<file path="src/core/timer_params.svh">
`ifndef TIMER_PARAMS_SVH
`define TIMER_PARAMS_SVH

`define REG_CONFIG 8'h00
`define REG_COMMAND 8'h04
`define REG_DURATION 8'h08
`define REG_REMAINING 8'h0c
`define REG_ELAPSED 8'h10
`define REG_SP1 8'h14
`define REG_SP2 8'h18
`define REG_THRESHOLD 8'h1c
`define REG_RAMP_RATE 8'h20
`define REG_SOFT_LIMIT 8'h24
`define REG_SOFT_THRESHOLD 8'h28
`define REG_WORKING_SP 8'h2c
`define REG_POWER 8'h30

`define CFG_TYPE_LSB 0
`define CFG_RES_BIT 2
`define CFG_END_LSB 4
`define CFG_OUT4_BIT 6
`define CFG_RAMP_EN_BIT 7
`define CFG_THR_OFF_BIT 8
`define CFG_DI1_LSB 12
`define CFG_DI2_LSB 16

`define CONFIG_RESET 32'h0000_0000
`define DURATION_RESET 32'h0000_0001
`define SP1_RESET 16'h0064
`define SP2_RESET 16'h0032
`define THRESHOLD_RESET 16'h000a
`define RAMP_RATE_RESET 16'h0001
`define SOFT_LIMIT_RESET 8'h14
`define SOFT_THRESHOLD_RESET 16'h0032
`define POWER_MAX 8'h64
`define POWER_RISE_STEP 8'h05

`define RESP_OKAY 2'b00
`define RESP_SLVERR 2'b10

`define CLK_PERIOD_NS 10
`define SECOND_NS 1000000000
`define SECOND_CYCLES (`SECOND_NS / `CLK_PERIOD_NS)
`define MINUTE_SECONDS 60
`define HOUR_SECONDS 3600

`endif

</file>
<file path="src/core/timer_pkg.sv">
package timer_pkg;
  typedef enum logic [1:0] {ST_RESET, ST_RUN, ST_HOLD, ST_END} status_e;
  typedef enum logic [1:0] {TYPE_DWELL, TYPE_DELAY, TYPE_SOFT} type_e;
  typedef enum logic [1:0] {END_OFF, END_SP2, END_DWELL, END_RESET} end_e;
  typedef enum logic [1:0] {CMD_RESET, CMD_RUN, CMD_HOLD, CMD_NONE} cmd_e;
  typedef enum logic [2:0] {DI_NONE, DI_RUN, DI_RESET, DI_HOLD, DI_LEVEL}
    di_e;
endpackage : timer_pkg

</file>
<file path="src/core/time_base.sv">
`include "timer_params.svh"

module time_base #(
  parameter int SECOND_CYCLES = `SECOND_CYCLES,
  parameter int MINUTE_SECONDS = `MINUTE_SECONDS,
  parameter int HOUR_SECONDS = `HOUR_SECONDS
) (
  input wire logic aclk,
  input wire logic aresetn,
  input wire logic ce,
  input wire logic restart,
  input wire logic enable,
  input wire logic hours_select,
  output logic second_pulse,
  output logic tick
);
  logic [31:0] cycle_reg;
  logic [11:0] sec_reg;
  logic [11:0] sec_limit;

  // The resolution setting picks the seconds per counting tick.
  assign sec_limit = hours_select ? 12'(HOUR_SECONDS - 1)
                                  : 12'(MINUTE_SECONDS - 1);

  always_ff @(posedge aclk) begin
    if (!aresetn) begin
      cycle_reg <= 32'h0000_0000;
      second_pulse <= 1'b0;
    end else if (ce) begin
      second_pulse <= (cycle_reg == 32'(SECOND_CYCLES - 1));
      if (cycle_reg == 32'(SECOND_CYCLES - 1)) begin
        cycle_reg <= 32'h0000_0000;
      end else begin
        cycle_reg <= cycle_reg + 32'h0000_0001;
      end
    end
  end

  // One tick per period while counting; a restart aligns the period.
  always_ff @(posedge aclk) begin
    if (!aresetn) begin
      sec_reg <= 12'h000;
      tick <= 1'b0;
    end else if (ce) begin
      tick <= 1'b0;
      if (restart) begin
        sec_reg <= 12'h000;
      end else if (enable && cycle_reg == 32'(SECOND_CYCLES - 1)) begin
        if (sec_reg == sec_limit) begin
          sec_reg <= 12'h000;
          tick <= 1'b1;
        end else begin
          sec_reg <= sec_reg + 12'h001;
        end
      end
    end
  end
endmodule : time_base

</file>
<file path="src/core/process_timer_sequencer.sv">
// Overview of operation
// - Three timer behaviours selected by configuration.
// - Resolution setting sets the counting time base.
// - Dwell run loads setpoint from process value.
// - Dwell ramp moves setpoint toward primary setpoint.
// - Dwell counting waits for deviation band.
// - Counting continues once started despite band.
// - End action off forces standby, zero power.
// - End action two ramps to secondary, then end.
// - End action dwell keeps regulating at setpoint.
// - End action reset restores primary setpoint.
// - Writing remaining time adjusts running period.
// - Elapsed counts up, remaining counts down.
// - Remaining write after end reruns on primary.
// - No counting while status is reset.
// - Hold freezes timer and control condition.
// - Power-up enters run sequence automatically.
// - Output four follows run/hold or end.
// - Digital inputs force run, reset, hold, level.
// - Delayed switch-on keeps outputs off while timing.
// - Delayed switch-on end raises power gradually.
// - Hold during delayed switch-on keeps outputs off.
// - Soft start clamps power, ends at threshold.
//
// Local design decisions: the AXI4-Lite interface to the registers and the register addresses.
`include "timer_params.svh"

module process_timer_sequencer #(
  parameter int PV_W = 16,
  parameter int SECOND_CYCLES = `SECOND_CYCLES
) (
  input wire logic aclk,
  input wire logic aresetn,
  input wire logic ce,
  input wire logic [7:0] awaddr,
  input wire logic awvalid,
  output logic awready,
  input wire logic [31:0] wdata,
  input wire logic [3:0] wstrb,
  input wire logic wvalid,
  output logic wready,
  output logic [1:0] bresp,
  output logic bvalid,
  input wire logic bready,
  input wire logic [7:0] araddr,
  input wire logic arvalid,
  output logic arready,
  output logic [31:0] rdata,
  output logic [1:0] rresp,
  output logic rvalid,
  input wire logic rready,
  input wire logic [PV_W-1:0] process_value,
  input wire logic [7:0] demand_power,
  input wire logic digital_input_one,
  input wire logic digital_input_two,
  output logic [PV_W-1:0] working_setpoint,
  output logic [7:0] output_power,
  output logic standby,
  output logic output_four,
  output timer_pkg::status_e timer_status
);
  import timer_pkg::*;

  function automatic logic [31:0] merge(input logic [31:0] old,
                                        input logic [31:0] data,
                                        input logic [3:0] strb);
    logic [31:0] res;
    res = old;
    for (int i = 0; i < 4; i++) begin
      if (strb[i]) begin
        res[i*8 +: 8] = data[i*8 +: 8];
      end
    end
    return res;
  endfunction : merge

  function automatic logic [PV_W-1:0] absdiff(input logic [PV_W-1:0] a,
                                              input logic [PV_W-1:0] b);
    return (a > b) ? a - b : b - a;
  endfunction : absdiff

  function automatic logic [PV_W-1:0] step_to(input logic [PV_W-1:0] cur,
                                              input logic [PV_W-1:0] tgt,
                                              input logic [PV_W-1:0] rate);
    logic [PV_W-1:0] res;
    res = tgt;
    if (absdiff(cur, tgt) > rate) begin
      res = (cur < tgt) ? cur + rate : cur - rate;
    end
    return res;
  endfunction : step_to

  function automatic logic [7:0] lesser(input logic [7:0] a,
                                        input logic [7:0] b);
    return (a < b) ? a : b;
  endfunction : lesser

  function automatic cmd_e di_req(input logic [2:0] func, input logic lvl);
    cmd_e res;
    res = CMD_NONE;
    case (func)
      DI_RUN: res = lvl ? CMD_RUN : CMD_NONE;
      DI_RESET: res = lvl ? CMD_RESET : CMD_NONE;
      DI_HOLD: res = lvl ? CMD_HOLD : CMD_NONE;
      DI_LEVEL: res = lvl ? CMD_RUN : CMD_RESET;
      default: res = CMD_NONE;
    endcase
    return res;
  endfunction : di_req

  logic [31:0] cfg_reg, duration_reg, elapsed_reg, remaining_reg;
  logic [PV_W-1:0] sp1_reg, sp2_reg, thr_reg, ramp_reg, soft_thr_reg;
  logic [7:0] soft_limit_reg, ceiling_reg, power_next;
  logic aw_held_reg, w_held_reg, rd_hit;
  logic [7:0] aw_addr_reg;
  logic [31:0] w_data_reg, rd_data;
  logic [3:0] w_strb_reg;
  logic wr_fire, cmd_wr, rem_wr, wr_hit;
  logic [1:0] di_meta_reg, di_sync_reg;
  logic start_pend_reg, hold_by_di_reg, counting_reg, timed_out_reg;
  logic sp2_sel_reg, second_pulse, tick, in_band, gate_ok, complete;
  logic do_start, do_resume, do_rerun, do_hold, do_reset, off_end;
  cmd_e di_cmd, req;
  type_e type_sel;
  end_e end_sel;
  logic [PV_W-1:0] target_sp;

  // AXI4-Lite write path: address and data are taken in either order.
  assign awready = !aw_held_reg && !bvalid;
  assign wready = !w_held_reg && !bvalid;
  assign wr_fire = aw_held_reg && w_held_reg && !bvalid;
  assign cmd_wr = wr_fire && aw_addr_reg == `REG_COMMAND && w_strb_reg[0];
  assign rem_wr = wr_fire && aw_addr_reg == `REG_REMAINING;

  always_ff @(posedge aclk) begin
    if (!aresetn) begin
      aw_held_reg <= 1'b0;
      w_held_reg <= 1'b0;
      aw_addr_reg <= 8'h00;
      w_data_reg <= 32'h0000_0000;
      w_strb_reg <= 4'h0;
      bvalid <= 1'b0;
      bresp <= `RESP_OKAY;
    end else if (ce) begin
      if (awvalid && awready) begin
        aw_held_reg <= 1'b1;
        aw_addr_reg <= {awaddr[7:2], 2'b00};
      end
      if (wvalid && wready) begin
        w_held_reg <= 1'b1;
        w_data_reg <= wdata;
        w_strb_reg <= wstrb;
      end
      if (wr_fire) begin
        aw_held_reg <= 1'b0;
        w_held_reg <= 1'b0;
        bvalid <= 1'b1;
        bresp <= wr_hit ? `RESP_OKAY : `RESP_SLVERR;
      end else if (bvalid && bready) begin
        bvalid <= 1'b0;
      end
    end
  end

  always_comb begin
    case (aw_addr_reg)
      `REG_CONFIG, `REG_COMMAND, `REG_DURATION, `REG_REMAINING, `REG_SP1,
      `REG_SP2, `REG_THRESHOLD, `REG_RAMP_RATE, `REG_SOFT_LIMIT,
      `REG_SOFT_THRESHOLD: wr_hit = 1'b1;
      default: wr_hit = 1'b0;
    endcase
  end

  always_ff @(posedge aclk) begin
    if (!aresetn) begin
      cfg_reg <= `CONFIG_RESET;
      duration_reg <= `DURATION_RESET;
      sp1_reg <= PV_W'(`SP1_RESET);
      sp2_reg <= PV_W'(`SP2_RESET);
      thr_reg <= PV_W'(`THRESHOLD_RESET);
      ramp_reg <= PV_W'(`RAMP_RATE_RESET);
      soft_limit_reg <= `SOFT_LIMIT_RESET;
      soft_thr_reg <= PV_W'(`SOFT_THRESHOLD_RESET);
    end else if (ce && wr_fire) begin
      case (aw_addr_reg)
        `REG_CONFIG: cfg_reg <= merge(cfg_reg, w_data_reg, w_strb_reg);
        `REG_DURATION:
          duration_reg <= merge(duration_reg, w_data_reg, w_strb_reg);
        `REG_SP1: sp1_reg <= PV_W'(merge(32'(sp1_reg), w_data_reg,
                                         w_strb_reg));
        `REG_SP2: sp2_reg <= PV_W'(merge(32'(sp2_reg), w_data_reg,
                                         w_strb_reg));
        `REG_THRESHOLD: thr_reg <= PV_W'(merge(32'(thr_reg), w_data_reg,
                                               w_strb_reg));
        `REG_RAMP_RATE: ramp_reg <= PV_W'(merge(32'(ramp_reg), w_data_reg,
                                                w_strb_reg));
        `REG_SOFT_LIMIT: soft_limit_reg <= 8'(merge(32'(soft_limit_reg),
                                                 w_data_reg, w_strb_reg));
        `REG_SOFT_THRESHOLD: soft_thr_reg <= PV_W'(merge(32'(soft_thr_reg),
                                                 w_data_reg, w_strb_reg));
        default: ;
      endcase
    end
  end

  // AXI4-Lite read path.
  assign arready = !rvalid;

  always_comb begin
    rd_hit = 1'b1;
    case ({araddr[7:2], 2'b00})
      `REG_CONFIG: rd_data = cfg_reg;
      `REG_COMMAND: rd_data = {28'h0000000, sp2_sel_reg, counting_reg,
                               timer_status};
      `REG_DURATION: rd_data = duration_reg;
      `REG_REMAINING: rd_data = remaining_reg;
      `REG_ELAPSED: rd_data = elapsed_reg;
      `REG_SP1: rd_data = 32'(sp1_reg);
      `REG_SP2: rd_data = 32'(sp2_reg);
      `REG_THRESHOLD: rd_data = 32'(thr_reg);
      `REG_RAMP_RATE: rd_data = 32'(ramp_reg);
      `REG_SOFT_LIMIT: rd_data = 32'(soft_limit_reg);
      `REG_SOFT_THRESHOLD: rd_data = 32'(soft_thr_reg);
      `REG_WORKING_SP: rd_data = 32'(working_setpoint);
      `REG_POWER: rd_data = 32'(output_power);
      default: begin
        rd_data = 32'h0000_0000;
        rd_hit = 1'b0;
      end
    endcase
  end

  always_ff @(posedge aclk) begin
    if (!aresetn) begin
      rvalid <= 1'b0;
      rdata <= 32'h0000_0000;
      rresp <= `RESP_OKAY;
    end else if (ce) begin
      if (arvalid && arready) begin
        rvalid <= 1'b1;
        rdata <= rd_data;
        rresp <= rd_hit ? `RESP_OKAY : `RESP_SLVERR;
      end else if (rvalid && rready) begin
        rvalid <= 1'b0;
      end
    end
  end

  // Remote switches pass two flip-flops before use.
  always_ff @(posedge aclk) begin
    if (!aresetn) begin
      di_meta_reg <= 2'b00;
      di_sync_reg <= 2'b00;
    end else if (ce) begin
      di_meta_reg <= {digital_input_two, digital_input_one};
      di_sync_reg <= di_meta_reg;
    end
  end

  always_comb begin
    cmd_e a, b;
    a = di_req(cfg_reg[`CFG_DI1_LSB +: 3], di_sync_reg[0]);
    b = di_req(cfg_reg[`CFG_DI2_LSB +: 3], di_sync_reg[1]);
    if (a == CMD_HOLD || b == CMD_HOLD) begin
      di_cmd = CMD_HOLD;
    end else if (a == CMD_RESET || b == CMD_RESET) begin
      di_cmd = CMD_RESET;
    end else if (a == CMD_RUN || b == CMD_RUN) begin
      di_cmd = CMD_RUN;
    end else begin
      di_cmd = CMD_NONE;
    end
  end

  assign req = (di_cmd != CMD_NONE) ? di_cmd
             : cmd_wr ? cmd_e'(w_data_reg[1:0]) : CMD_NONE;

  always_comb begin
    case (cfg_reg[`CFG_TYPE_LSB +: 2])
      2'h1: type_sel = TYPE_DELAY;
      2'h2: type_sel = TYPE_SOFT;
      default: type_sel = TYPE_DWELL;
    endcase
  end

  assign end_sel = end_e'(cfg_reg[`CFG_END_LSB +: 2]);
  assign target_sp = sp2_sel_reg ? sp2_reg : sp1_reg;
  assign in_band = cfg_reg[`CFG_THR_OFF_BIT]
                || absdiff(process_value, target_sp) <= thr_reg;
  assign gate_ok = type_sel != TYPE_DWELL || in_band || counting_reg;
  assign complete = timer_status == ST_RUN && !timed_out_reg
                 && ((counting_reg && remaining_reg == 32'h0000_0000)
                 || (type_sel == TYPE_SOFT
                     && process_value >= soft_thr_reg));

  assign do_reset = req == CMD_RESET && timer_status != ST_RESET;
  assign do_hold = req == CMD_HOLD && timer_status == ST_RUN;
  assign do_start = start_pend_reg || (req == CMD_RUN
                 && (timer_status == ST_RESET || timer_status == ST_END));
  assign do_resume = timer_status == ST_HOLD && (req == CMD_RUN
                  || (hold_by_di_reg && di_cmd == CMD_NONE));
  assign do_rerun = rem_wr && timer_status == ST_END;

  always_ff @(posedge aclk) begin
    if (!aresetn) begin
      timer_status <= ST_RUN;
      start_pend_reg <= 1'b1;
      hold_by_di_reg <= 1'b0;
    end else if (ce) begin
      start_pend_reg <= 1'b0;
      if (do_reset) begin
        timer_status <= ST_RESET;
        hold_by_di_reg <= 1'b0;
      end else if (do_hold) begin
        timer_status <= ST_HOLD;
        hold_by_di_reg <= di_cmd == CMD_HOLD;
      end else if (do_start || do_resume || do_rerun) begin
        timer_status <= ST_RUN;
      end else if (complete) begin
        if (type_sel == TYPE_DWELL && end_sel == END_RESET) begin
          timer_status <= ST_RESET;
        end else if (type_sel != TYPE_DWELL || end_sel != END_SP2) begin
          timer_status <= ST_END;
        end
      end else if (timer_status == ST_RUN && timed_out_reg
                   && working_setpoint == sp2_reg) begin
        timer_status <= ST_END;
      end
    end
  end

  always_ff @(posedge aclk) begin
    if (!aresetn) begin
      elapsed_reg <= 32'h0000_0000;
      remaining_reg <= `DURATION_RESET;
      counting_reg <= 1'b0;
      timed_out_reg <= 1'b0;
    end else if (ce) begin
      if (do_reset) begin
        counting_reg <= 1'b0;
      end else if (do_start) begin
        elapsed_reg <= 32'h0000_0000;
        remaining_reg <= duration_reg;
        counting_reg <= 1'b0;
        timed_out_reg <= 1'b0;
      end else if (do_rerun) begin
        elapsed_reg <= 32'h0000_0000;
        remaining_reg <= w_data_reg;
        counting_reg <= 1'b0;
        timed_out_reg <= 1'b0;
      end else if (rem_wr && timer_status == ST_RUN) begin
        remaining_reg <= merge(remaining_reg, w_data_reg, w_strb_reg);
      end else if (timer_status == ST_RUN && !timed_out_reg) begin
        if (complete) begin
          timed_out_reg <= 1'b1;
          counting_reg <= 1'b0;
        end else begin
          counting_reg <= gate_ok;
          if (counting_reg && tick) begin
            elapsed_reg <= elapsed_reg + 32'h0000_0001;
            remaining_reg <= remaining_reg - 32'h0000_0001;
          end
        end
      end
    end
  end

  always_ff @(posedge aclk) begin
    if (!aresetn) begin
      sp2_sel_reg <= 1'b0;
    end else if (ce) begin
      if (do_start || do_rerun || do_reset) begin
        sp2_sel_reg <= 1'b0;
      end else if (complete && type_sel == TYPE_DWELL) begin
        sp2_sel_reg <= end_sel == END_SP2;
      end
    end
  end

  time_base #(.SECOND_CYCLES(SECOND_CYCLES)) u_time_base (
    .aclk(aclk),
    .aresetn(aresetn),
    .ce(ce),
    .restart(do_start || do_rerun || do_reset),
    .enable(counting_reg && timer_status == ST_RUN),
    .hours_select(cfg_reg[`CFG_RES_BIT]),
    .second_pulse(second_pulse),
    .tick(tick)
  );

  always_ff @(posedge aclk) begin
    if (!aresetn) begin
      working_setpoint <= PV_W'(`SP1_RESET);
    end else if (ce) begin
      if (type_sel != TYPE_DWELL) begin
        working_setpoint <= target_sp;
      end else if (do_start) begin
        working_setpoint <= process_value;
      end else if (timer_status == ST_RESET) begin
        working_setpoint <= sp1_reg;
      end else if (timer_status != ST_HOLD) begin
        if (!cfg_reg[`CFG_RAMP_EN_BIT]) begin
          working_setpoint <= target_sp;
        end else if (second_pulse) begin
          working_setpoint <= step_to(working_setpoint, target_sp,
                                      ramp_reg);
        end
      end
    end
  end

  always_ff @(posedge aclk) begin
    if (!aresetn) begin
      ceiling_reg <= `POWER_MAX;
    end else if (ce) begin
      if (type_sel == TYPE_DELAY
          && (timer_status == ST_RUN || timer_status == ST_HOLD)) begin
        ceiling_reg <= 8'h00;
      end else if (second_pulse && ceiling_reg < `POWER_MAX) begin
        ceiling_reg <= lesser(ceiling_reg + `POWER_RISE_STEP,
                              `POWER_MAX);
      end
    end
  end

  assign off_end = (type_sel == TYPE_DWELL && end_sel == END_OFF
                    && timer_status == ST_END)
                || (type_sel == TYPE_DELAY && (timer_status == ST_RUN
                    || timer_status == ST_HOLD));

  always_comb begin
    if (off_end) begin
      power_next = 8'h00;
    end else if (type_sel == TYPE_SOFT && (timer_status == ST_RUN
                 || timer_status == ST_HOLD)) begin
      power_next = lesser(demand_power, soft_limit_reg);
    end else begin
      power_next = lesser(demand_power, ceiling_reg);
    end
  end

  always_ff @(posedge aclk) begin
    if (!aresetn) begin
      output_power <= 8'h00;
      standby <= 1'b0;
      output_four <= 1'b0;
    end else if (ce) begin
      output_power <= power_next;
      standby <= off_end;
      output_four <= cfg_reg[`CFG_OUT4_BIT] ? timer_status == ST_END
                   : (timer_status == ST_RUN
                      || timer_status == ST_HOLD);
    end
  end
endmodule : process_timer_sequencer

</file>
<file path="config.mk">
export PLATFORM = sky130hd
export DESIGN_NAME = process_timer_sequencer
export DESIGN_NICKNAME = d
export VERILOG_FILES = /design/src/core/timer_pkg.sv /design/src/core/time_base.sv /design/src/core/process_timer_sequencer.sv
export VERILOG_INCLUDE_DIRS = /design/src /design/src/core
export SDC_FILE = /design/constraint.sdc
export NUM_CORES = 1
export LEC_CHECK = 0
export BUFFER_PORTS_ARGS = -buffer_cell sky130_fd_sc_hd__clkbuf_2
export CAP_MARGIN = 15
export CORE_UTILIZATION = 35
export CTS_BUF_LIST = sky130_fd_sc_hd__clkbuf_8
export DETAILED_ROUTE_END_ITERATION = 10
export PLACE_DENSITY_LB_ADDON = 0.05
export RECOVER_POWER = 25
export SETUP_SLACK_MARGIN = 0.05
export SYNTH_ARGS = -nofsm -noshare
export SYNTH_HDL_FRONTEND = slang
export SYNTH_SLANG_ARGS = --single-unit
export TNS_END_PERCENT = 100
</file>
<file path="constraint.sdc">
create_clock -name aclk -period 19.76 [get_ports aclk]
set_clock_uncertainty 0.2 [all_clocks]
set_input_delay 1.976 -clock aclk [delete_from_list [all_inputs] [get_ports aclk]]
set_output_delay 1.976 -clock aclk [all_outputs]
set_load 0.01 [all_outputs]
</file>
==> flow_summary.yaml, run 1 <==
sta:
  max_freq_mhz: 132
  fin_tns_setup_ns: 0
  period_minus_slack_ns: 7.60
  worst_slack_ns: 12.16
  hold_ws_ns: 0.254
  setup-violations-final: 0
  tightest_slew_ns: 2.33
  final-hold-violation-count: 0
  rsz0062_at_grt: "false"
  finalCritPeriodShare: 0.385
  drv_slew: 257
  maxSlewHeadroom: -0.555
cts:
  cts_max_level: 3
  post_cts_buffers: 0
  numCtsBuffers: 76
  clk_path_buf_depth: 3
  path_clk_slew_ns: 0.06
  clk_latency_ns: 0.67
  cts.root.buffer_cell: "clkbuf_8"
  cts_sinks: 387
  tritoncts: "yes"
  cts_resized: 0
  holdBufCountCts: 0
die:
  start_util: 0.357
  fp.coreArea_sq_um: 67600
  ios: 155
  dieWidth_um: 265
  num_rows: 95
  die_area_sq_um: 70000
  fp.dieH_um: 265
cells_and_area:
  stdcell_area_sq_um: 27000
  drive_above_1_share: 0.0871
  syn2layout_area_growth_pct: 11.9
  nNetsFinal: 3398
placed_design:
  hpwl_um: 68300
  place_ws_ns: 12.02
  placed_cell_area_sq_um: 25600
  gp_congestion: 0.907
  portBuffers: 148
min_path:
  whs_endpoint: "cfg_reg[30]"
  holdPathStages: 2
  min_path_type: "flip-flop to flip-flop"
  hp-start: "cfg_reg[30]"
route:
  routed_wl_um: 93200
  vias: 23400
  wire_per_inst_um: 22.9
  antenna_left: 0
  drt_pre_antenna_iters: 5
  routed_via_density: 5.74
  drc: 0
  initialDrtViolationCount: 1844
worst_setup_path:
  worst_ep_arrival_time_ns: 7.95
  cp-end-kind: "flip-flop"
  r2r_slack_ns: 12.16
  required_ns: 20.11
  reg2reg_to: "working_setpoint[13]"
  worst-r2r-cell-count: 22
  critPathKind: "flip-flop to flip-flop"
  reg2reg_from: "sp2_sel_reg"
  critPathMaxFanout: 21
  worstSetupStartpointType: "flip-flop"
power:
  p_leak_nw: 10.0
  p_comb_frac: 0.175
  power_switching_mw: 0.611
  p_sw_frac: 0.312
  seqPwrFrac: 0.423
  p_clk_frac: 0.402
  irDropWorstVdd_uv: 38.8
  p_total_mw: 1.96
  power.density_nw_per_um2: 72.5
  p_int_mw: 1.34
logic_synthesis:
  synth_top_area_share: 0.321
  synthArstFlopShare: 0
  synth_area_sq_um: 24100
  synth_commonest_cells: "dfxtp_1, nor2_1, nand2_1, a21oi_1, clkbuf_1"
  synth_most_common_cell: "dfxtp_1"
  synth_edf_count: 0
  synthTopCellsByArea: "dfxtp_1, ha_1, a21oi_1"
  synth_cell_types: 87
  yosys_register_bits: 387
  syn_area_per_cell_sq_um: 7.86
  ys_seq_area_frac: 0.321
  syn-instance-count: 3070
  ys_warn_count: 0
  yosysTopAreaCell: "dfxtp_1"
  synthFlopType: "dfxtp_1"
grt:
  grt_overflow: 0
  grt_max_degree: 96
  grt_pass1_wl_um: 140000
  grt_pass1_vias: 22600
  gr-usage-all-layers: 0.261
  antenna_found_initial: 6
job:
  cap_violations: 8
status:
  violations: "max-capacitance violations, max-slew violations"
  status: "complete, but fails checks"
-- logic make-up after synthesis --
kind of cell	share of synthesized area
and+or+nand+nor	0.201
AOI/OAI and AO/OA	0.230
DFF	0.321
buffers and inverters	0.0547
adders and majority gates	0.0830
xor gates and xnor gates	0.0523
muxes	0.0578
other	0.000155
-- worst max-delay path: stages (launching register included) --
cell	delay, ns
dfxtp_1	0.32
buf_4	0.32
mux2i_1	0.59
inv_1	0.20
ha_1	0.47
o211ai_1	0.13
a211o_1	0.34
o21ba_2	0.32
o21a_1	0.58
mux2i_1	0.25
o21ai_1	0.13
a311oi_2	0.40
nor2_1	0.12
a211oi_1	0.31
xnor2_1	0.11
ha_1	0.32
nand2_1	0.08
a2111oi_0	0.31
a221oi_1	0.13
or3_1	0.78
nor2_1	0.54
o2111ai_1	0.18
a221oi_1	0.32
-- metrics by stage --
| stage | utilization | instances |
|---|---|---|
| after floorplan | - | 3071 |
| after global placement | 0.378 | 3943 |
| after detailed placement | 0.379 | 3945 |
| after CTS | 0.400 | 4071 |
| after global routing | 0.399 | 4078 |
| final | 0.399 | 4078 |
-- power by group through the flow --
stage / combinational, mW / sequential, mW / clock, mW
2_1_floorplan: 0.247 / 0.827 / 0
3_3_place_gp: 0.335 / 0.844 / 0
3_5_place_dp: 0.337 / 0.844 / 0
4_1_cts: 0.340 / 0.827 / 0.806
5_1_grt: 0.380 / 0.829 / 0.844
6_report: 0.342 / 0.828 / 0.787
-- layout make-up --
| type | count | area, sq um |
|---|---|---|
| clock buffers | 91 | 1250 |
| multi-input cells | 2346 | 15100 |
| flip-flops and latches | 387 | 7750 |
| clock inverters | 35 | 173 |
| repair buffers | 197 | 1050 |
| inverters | 147 | 559 |
| diodes | 2 | 5.00 |
| well taps | 873 | 1090 |
| fillers | 7110 | 40600 |
-- worst max-delay path by stage --
stage,from,cells after the start,to
floorplan,sp2_sel_reg,27,working_setpoint[7]
global placement,process_value[0],23,counting_reg
detailed placement,process_value[0],22,counting_reg
CTS,sp2_sel_reg,22,working_setpoint[13]
global route,sp2_sel_reg,22,working_setpoint[13]
finish,sp2_sel_reg,22,working_setpoint[13]
-- routing by layer --
metal | up-vias | routed length (um) | global-route usage
met5 | - | 37 | 0
met4 | 6 | 2520 | 0.0819
met3 | 155 | 4860 | 0.0375
met2 | 709 | 42300 | 0.420
met1 | 11300 | 43500 | 0.358
li1 | 11200 | - | -
-- layout by cell type, fill, tap and decap left out, types with 22 or more instances in the layout --
| cell type | count |
|---|---|
| o21ai_0 | 115 |
| inv_1 | 172 |
| nor3_1 | 41 |
| a21o_1 | 47 |
| mux2i_1 | 128 |
| and3_1 | 34 |
| nor2_1 | 339 |
| xor2_1 | 55 |
| a31oi_1 | 38 |
| clkbuf_8 | 92 |
| nand4_1 | 42 |
| a21oi_1 | 298 |
| nand2b_1 | 22 |
| nor2b_1 | 23 |
| clkbuf_2 | 81 |
| xnor2_1 | 89 |
| ha_1 | 152 |
| a211oi_1 | 73 |
| dfxtp_1 | 387 |
| clkbuf_1 | 72 |
| nand2_1 | 312 |
| a22o_1 | 29 |
| nand3_1 | 133 |
| buf_4 | 38 |
| a221oi_1 | 48 |
| a22oi_1 | 60 |
(Power assumes the default switching activity.)
==> inputs of run 2 (changes only) <==
==> constraint.sdc (replaced) <==
create_clock -name aclk -period 7.7 [get_ports aclk]
set_clock_uncertainty 0.2 [all_clocks]
set_input_delay 0.77 -clock aclk [delete_from_list [all_inputs] [get_ports aclk]]
set_output_delay 0.77 -clock aclk [all_outputs]
set_load 0.01 [all_outputs]
==> run 2 against run 1 <==
The run still ends with max-capacitance violations, max-slew violations left. Non-clock buffer count rose by 20. Clock-buffer cell count rose by 3. Combinational power rose to 2.6 times the previous value. Final cell count rose by 0.49%. Hold slack worse by 0.13 ns. Register-to-register slack worse by 12 ns. Critical path type unchanged.
==> flow_summary.yaml, run 2 (synthesis gave the netlist of run 1 again) <==
cts:
  numCtsBuffers: 75
  cts_sinks: 387
  cts_resized: 0
  post_cts_buffers: 0
  cts_max_level: 3
  path_clk_slew_ns: 0.06
  tritoncts: "yes"
  clk_path_buf_depth: 3
  clk_latency_ns: 0.67
  holdBufCountCts: 0
  cts.root.buffer_cell: "clkbuf_8"
min_path:
  min_path_type: "input pin to flip-flop"
  holdPathStages: 3
  whs_endpoint: "w_strb_reg[2]"
  hp-start: "wstrb[2]"
sta:
  period_minus_slack_ns: 7.23
  final-hold-violation-count: 0
  max_freq_mhz: 138
  hold_ws_ns: 0.129
  tightest_slew_ns: 2.27
  rsz0062_at_grt: "false"
  fin_tns_setup_ns: 0
  maxSlewHeadroom: -0.516
  finalCritPeriodShare: 0.939
  setup-violations-final: 0
  worst_slack_ns: 0.468
  drv_slew: 74
placed_design:
  portBuffers: 148
  hpwl_um: 70100
  place_ws_ns: 0.637
  dp_cells: 3965
  gp_congestion: 0.934
  placed_cell_area_sq_um: 25800
power:
  p_leak_nw: 10.1
  irDropWorstVdd_uv: 116
  power.density_nw_per_um2: 188
  p_total_mw: 5.13
cells_and_area:
  fin_util: 0.402
  fin_cells: 4098
  syn2layout_area_growth_pct: 12.8
  nNetsFinal: 3417
  drive_above_1_share: 0.0955
  nFillCells: 6998
  stdcell_area_sq_um: 27200
  mostFrequentLayoutCells: "dfxtp_1, nor2_1, nand2_1"
  final_common_cell: "dfxtp_1"
job:
  cap_violations: 2
worst_setup_path:
  critPathKind: "flip-flop to flip-flop"
  worst-r2r-cell-count: 25
  reg2reg_from: "sp2_sel_reg"
  reg2reg_to: "working_setpoint[6]"
  required_ns: 8.10
  r2r_slack_ns: 0.47
  critPathMaxFanout: 17
  worstSetupStartpointType: "flip-flop"
  worst_ep_arrival_time_ns: 7.63
  cp-end-kind: "flip-flop"
die:
  start_util: 0.357
  ios: 155
  num_rows: 95
  fp.dieH_um: 265
  fp.coreArea_sq_um: 67600
  dieWidth_um: 265
  die_area_sq_um: 70000
route:
  drt_pre_antenna_iters: 6
  vias: 23600
  drc: 0
  routed_via_density: 5.76
  wire_per_inst_um: 23.3
  antenna_left: 0
  routed_wl_um: 95700
  initialDrtViolationCount: 1976
grt:
  grt_pass1_wl_um: 143000
  gr-usage-all-layers: 0.267
  grt_pass1_vias: 22500
  antenna_found_initial: 7
  grt_max_degree: 150
  grt_overflow: 0
status:
  status: "complete, but fails checks"
  violations: "max-capacitance violations, max-slew violations"
==> run 2: cell count changes in the layout (fill, tap and decap cells not counted), sizes merged <==
cell,change
inv,-6
diode,-1
buf,+16
clkbuf,+7
bufinv,+2
clkinv,+2
==> run 2: area by class of cell <==
| type | count | area (sq um) | area share |
|---|---|---|---|
| multi-input cells | 2346 | 15100 | 0.556 |
| flip-flops and latches | 387 | 7750 | 0.285 |
| clock buffers | 94 | 1290 | 0.0476 |
| repair buffers | 217 | 1180 | 0.0434 |
| well taps | 873 | 1090 | 0.0401 |
| inverters | 147 | 559 | 0.0206 |
| clock inverters | 33 | 200 | 0.00736 |
| diodes | 1 | 2.50 | 0.0000920 |
==> run 2: metal layers <==
metal	wire, um	vias to the layer above	track usage
li1	-	11200	-
met1	43900	11400	0.366
met2	43200	799	0.430
met3	5650	160	0.0386
met4	2920	6	0.0877
met5	41	-	0
==> run 2: critical path, cell delays in order, from the launching register on <==
cell       delay (ns)
dfxtp_1          0.54
buf_4            0.24
mux2i_1          0.44
inv_1            0.16
ha_1             0.47
nand4_1          0.25
a211o_1          0.32
o21ba_2          0.33
o21ai_1          0.22
or3_1            0.41
o21ai_1          0.13
o221ai_1         0.15
a221oi_1         0.38
xnor2_1          0.18
ha_1             0.28
and4_1           0.20
o21ai_0          0.08
o2111ai_1        0.18
a221oi_1         0.30
or3_1            0.72
buf_4            0.29
mux2i_1          0.20
mux2i_1          0.09
o21ai_0          0.18
a21oi_1          0.09
a31oi_1          0.13
==> run 2: how the worst max path moves through the flow <==
| stage | startpoint | end |
|---|---|---|
| 2_1_floorplan | sp2_sel_reg | working_setpoint[7] |
| 3_3_place_gp | sp2_sel_reg | working_setpoint[6] |
| 3_5_place_dp | sp2_sel_reg | working_setpoint[6] |
| 4_1_cts | sp2_sel_reg | working_setpoint[6] |
| 5_1_grt | sp2_sel_reg | working_setpoint[13] |
| 6_report | sp2_sel_reg | working_setpoint[6] |
==> run 2: power breakdown <==
group	switching [mW]	internal, mW
logic	0.554	0.346
registers	0.0732	2.04
clock network	0.952	1.16
==> inputs of run 3 (changes only) <==
--- a/config.mk
+++ b/config.mk
@@ -11,6 +11,7 @@
 export CORE_UTILIZATION = 35
 export CTS_BUF_LIST = sky130_fd_sc_hd__clkbuf_8
 export DETAILED_ROUTE_END_ITERATION = 10
+export MAX_ROUTING_LAYER = met4
 export PLACE_DENSITY_LB_ADDON = 0.05
 export RECOVER_POWER = 25
 export SETUP_SLACK_MARGIN = 0.05
==> run 3 against run 2 <==
The run still ends with max-capacitance violations, max-slew violations left. Worst setup slack improved by 0.39 ns. Combinational power decreased by 0.6%. Via count increased by 0.60%. Sequential share of layout area decreased by 0.082 points. Non-clock buffer count decreased by 5. Total power increased by 2.2%. Wire length decreased by 0.11%. Clock-buffer cell count increased by 2. Die area unchanged. Clock power increased by 6%. Register-to-register slack improved by 0.39 ns. Critical path type unchanged. Largest power group is now clock.
==> flow_summary.yaml, run 3 (synthesis gave the netlist of run 1 again) <==
job:
  cap_violations: 2
die:
  fp.coreArea_sq_um: 67600
  start_util: 0.357
  dieWidth_um: 265
  die_area_sq_um: 70000
  num_rows: 95
  fp.dieH_um: 265
  ios: 155
sta:
  setup-violations-final: 0
  final-hold-violation-count: 0
  period_minus_slack_ns: 6.85
  finalCritPeriodShare: 0.889
  drv_slew: 74
  maxSlewHeadroom: -0.508
  fin_tns_setup_ns: 0
  max_freq_mhz: 146
  rsz0062_at_grt: "false"
  tightest_slew_ns: 2.26
grt:
  grt_pass1_vias: 22700
  grt_overflow: 0
  grt_max_degree: 148
  gr-usage-all-layers: 0.276
  antenna_found_initial: 6
  grt_pass1_wl_um: 143000
placed_design:
  gp_congestion: 0.918
  hpwl_um: 70200
  portBuffers: 148
status:
  status: "complete, but fails checks"
  violations: "max-capacitance violations, max-slew violations"
worst_setup_path:
  worst_ep_arrival_time_ns: 7.19
  crit_buf_inv: 5
  reg2reg_from: "sp2_sel_reg"
  crit_family: "compound AO/OA/AOI/OAI gates"
  worstSetupStartpoint: "sp2_sel_reg"
  cp-end-kind: "flip-flop"
  crit_path_end: "working_setpoint[13]"
  worstSetupStartpointType: "flip-flop"
  r2r_slack_ns: 0.85
  reg2reg_to: "working_setpoint[13]"
  critPathMaxFanout: 12
  slowest_delay_ns: 0.55
  worst_path_max_delay_cell: "dfxtp_2"
  critPathKind: "flip-flop to flip-flop"
  required_ns: 8.05
  worst-r2r-cell-count: 25
  path_depth: 25
cts:
  cts_sinks: 387
  cts_max_level: 3
  holdBufCountCts: 0
  path_clk_slew_ns: 0.06
  tritoncts: "yes"
  clk_latency_ns: 0.68
  clk_path_buf_depth: 3
  numCtsBuffers: 78
  cts.root.buffer_cell: "clkbuf_8"
cells_and_area:
  final_common_cell: "dfxtp_1"
  multi_input_area_sq_um: 15100
  mostFrequentLayoutCells: "dfxtp_1, nor2_1, nand2_1"
  syn2layout_area_growth_pct: 13.1
  nFillCells: 7052
  drive_above_1_share: 0.0951
  nNetsFinal: 3415
  seq_area_sq_um: 7750
route:
  wire_per_inst_um: 23.3
  routed_wl_um: 95600
  routed_via_density: 5.78
  antenna_left: 0
  drt_pre_antenna_iters: 5
  vias: 23700
  drc: 0
  initialDrtViolationCount: 2018
power:
  power_switching_mw: 1.62
  seqPwrFrac: 0.404
  p_int_mw: 3.62
  p_total_mw: 5.24
  p_clk_frac: 0.425
  irDropWorstVdd_uv: 128
  p_leak_nw: 10.2
  p_comb_frac: 0.171
  p_sw_frac: 0.309
  power.density_nw_per_um2: 192
min_path:
  min_path_type: "input pin to flip-flop"
-- run 3: per-stage QoR --
step | utilization | hold WS, ns | cells | setup WS [ns] | instance area, sq um
2_1_floorplan | - | 0.236 | 3071 | 1.09 | 24100
3_3_place_gp | 0.380 | 0.244 | 3961 | 0.800 | 25700
3_5_place_dp | 0.381 | 0.247 | 3962 | 0.739 | 25700
4_1_cts | 0.404 | 0.0698 | 4099 | 0.691 | 27400
5_1_grt | 0.403 | 0.103 | 4107 | 0.286 | 27300
6_report | 0.403 | 0.119 | 4107 | 0.855 | 27300
-- run 3: what timing repair did --
| item | 4_1_cts | 5_1_grt |
|---|---|---|
| gates resized for setup | 0 | 1 |
| buffers inserted | 0 | 0 |
| endpoints found under the setup margin | 0 | 1 |
-- run 3: area by class of cell --
| cell class | count | share of cell area |
|---|---|---|
| clock buffers | 96 | 0.0484 |
| flip-flops and latches | 387 | 0.284 |
| inverters | 147 | 0.0205 |
| diodes | 5 | 0.000459 |
| well taps | 873 | 0.0400 |
| multi-input cells | 2346 | 0.554 |
| repair buffers | 212 | 0.0418 |
| clock inverters | 41 | 0.0109 |
-- run 3: power by group through the flow --
stage / Sequential, mW / Clock, mW / Combinational [mW]
2_1_floorplan: 2.12 / 0 / 0.633
3_3_place_gp: 2.16 / 0 / 0.881
3_5_place_dp: 2.16 / 0 / 0.887
4_1_cts: 2.12 / 2.28 / 0.893
5_1_grt: 2.12 / 2.37 / 0.991
6_report: 2.12 / 2.23 / 0.896
-- run 3: how the worst min path moves through the flow --
stage / startpoint / to / slack [ns] / cells past startpoint
after detailed placement: cfg_reg[30] / cfg_reg[30] / 0.25 / 2
after CTS: wdata[9] / w_data_reg[9] / 0.07 / 3
after floorplan: cfg_reg[19] / cfg_reg[19] / 0.24 / 2
final: wdata[9] / w_data_reg[9] / 0.12 / 3
after global placement: cfg_reg[15] / cfg_reg[15] / 0.24 / 2
after global routing: wdata[25] / w_data_reg[25] / 0.10 / 3
-- run 3: worst min-delay path, delay by kind of cell --
family	cells	cell delay [ns]
buffers and inverters	1	0.08
and+or+nand+nor	1	0.05
AOI/OAI and AO/OA	1	0.05
-- run 3: layer usage --
layer,GRT usage,up-vias,routed length (um)
li1,-,11300,-
met1,0.372,11500,44800
met2,0.424,793,43000
met3,0.0353,168,4960
met5,-,-,0
met4,0.0891,0,2840
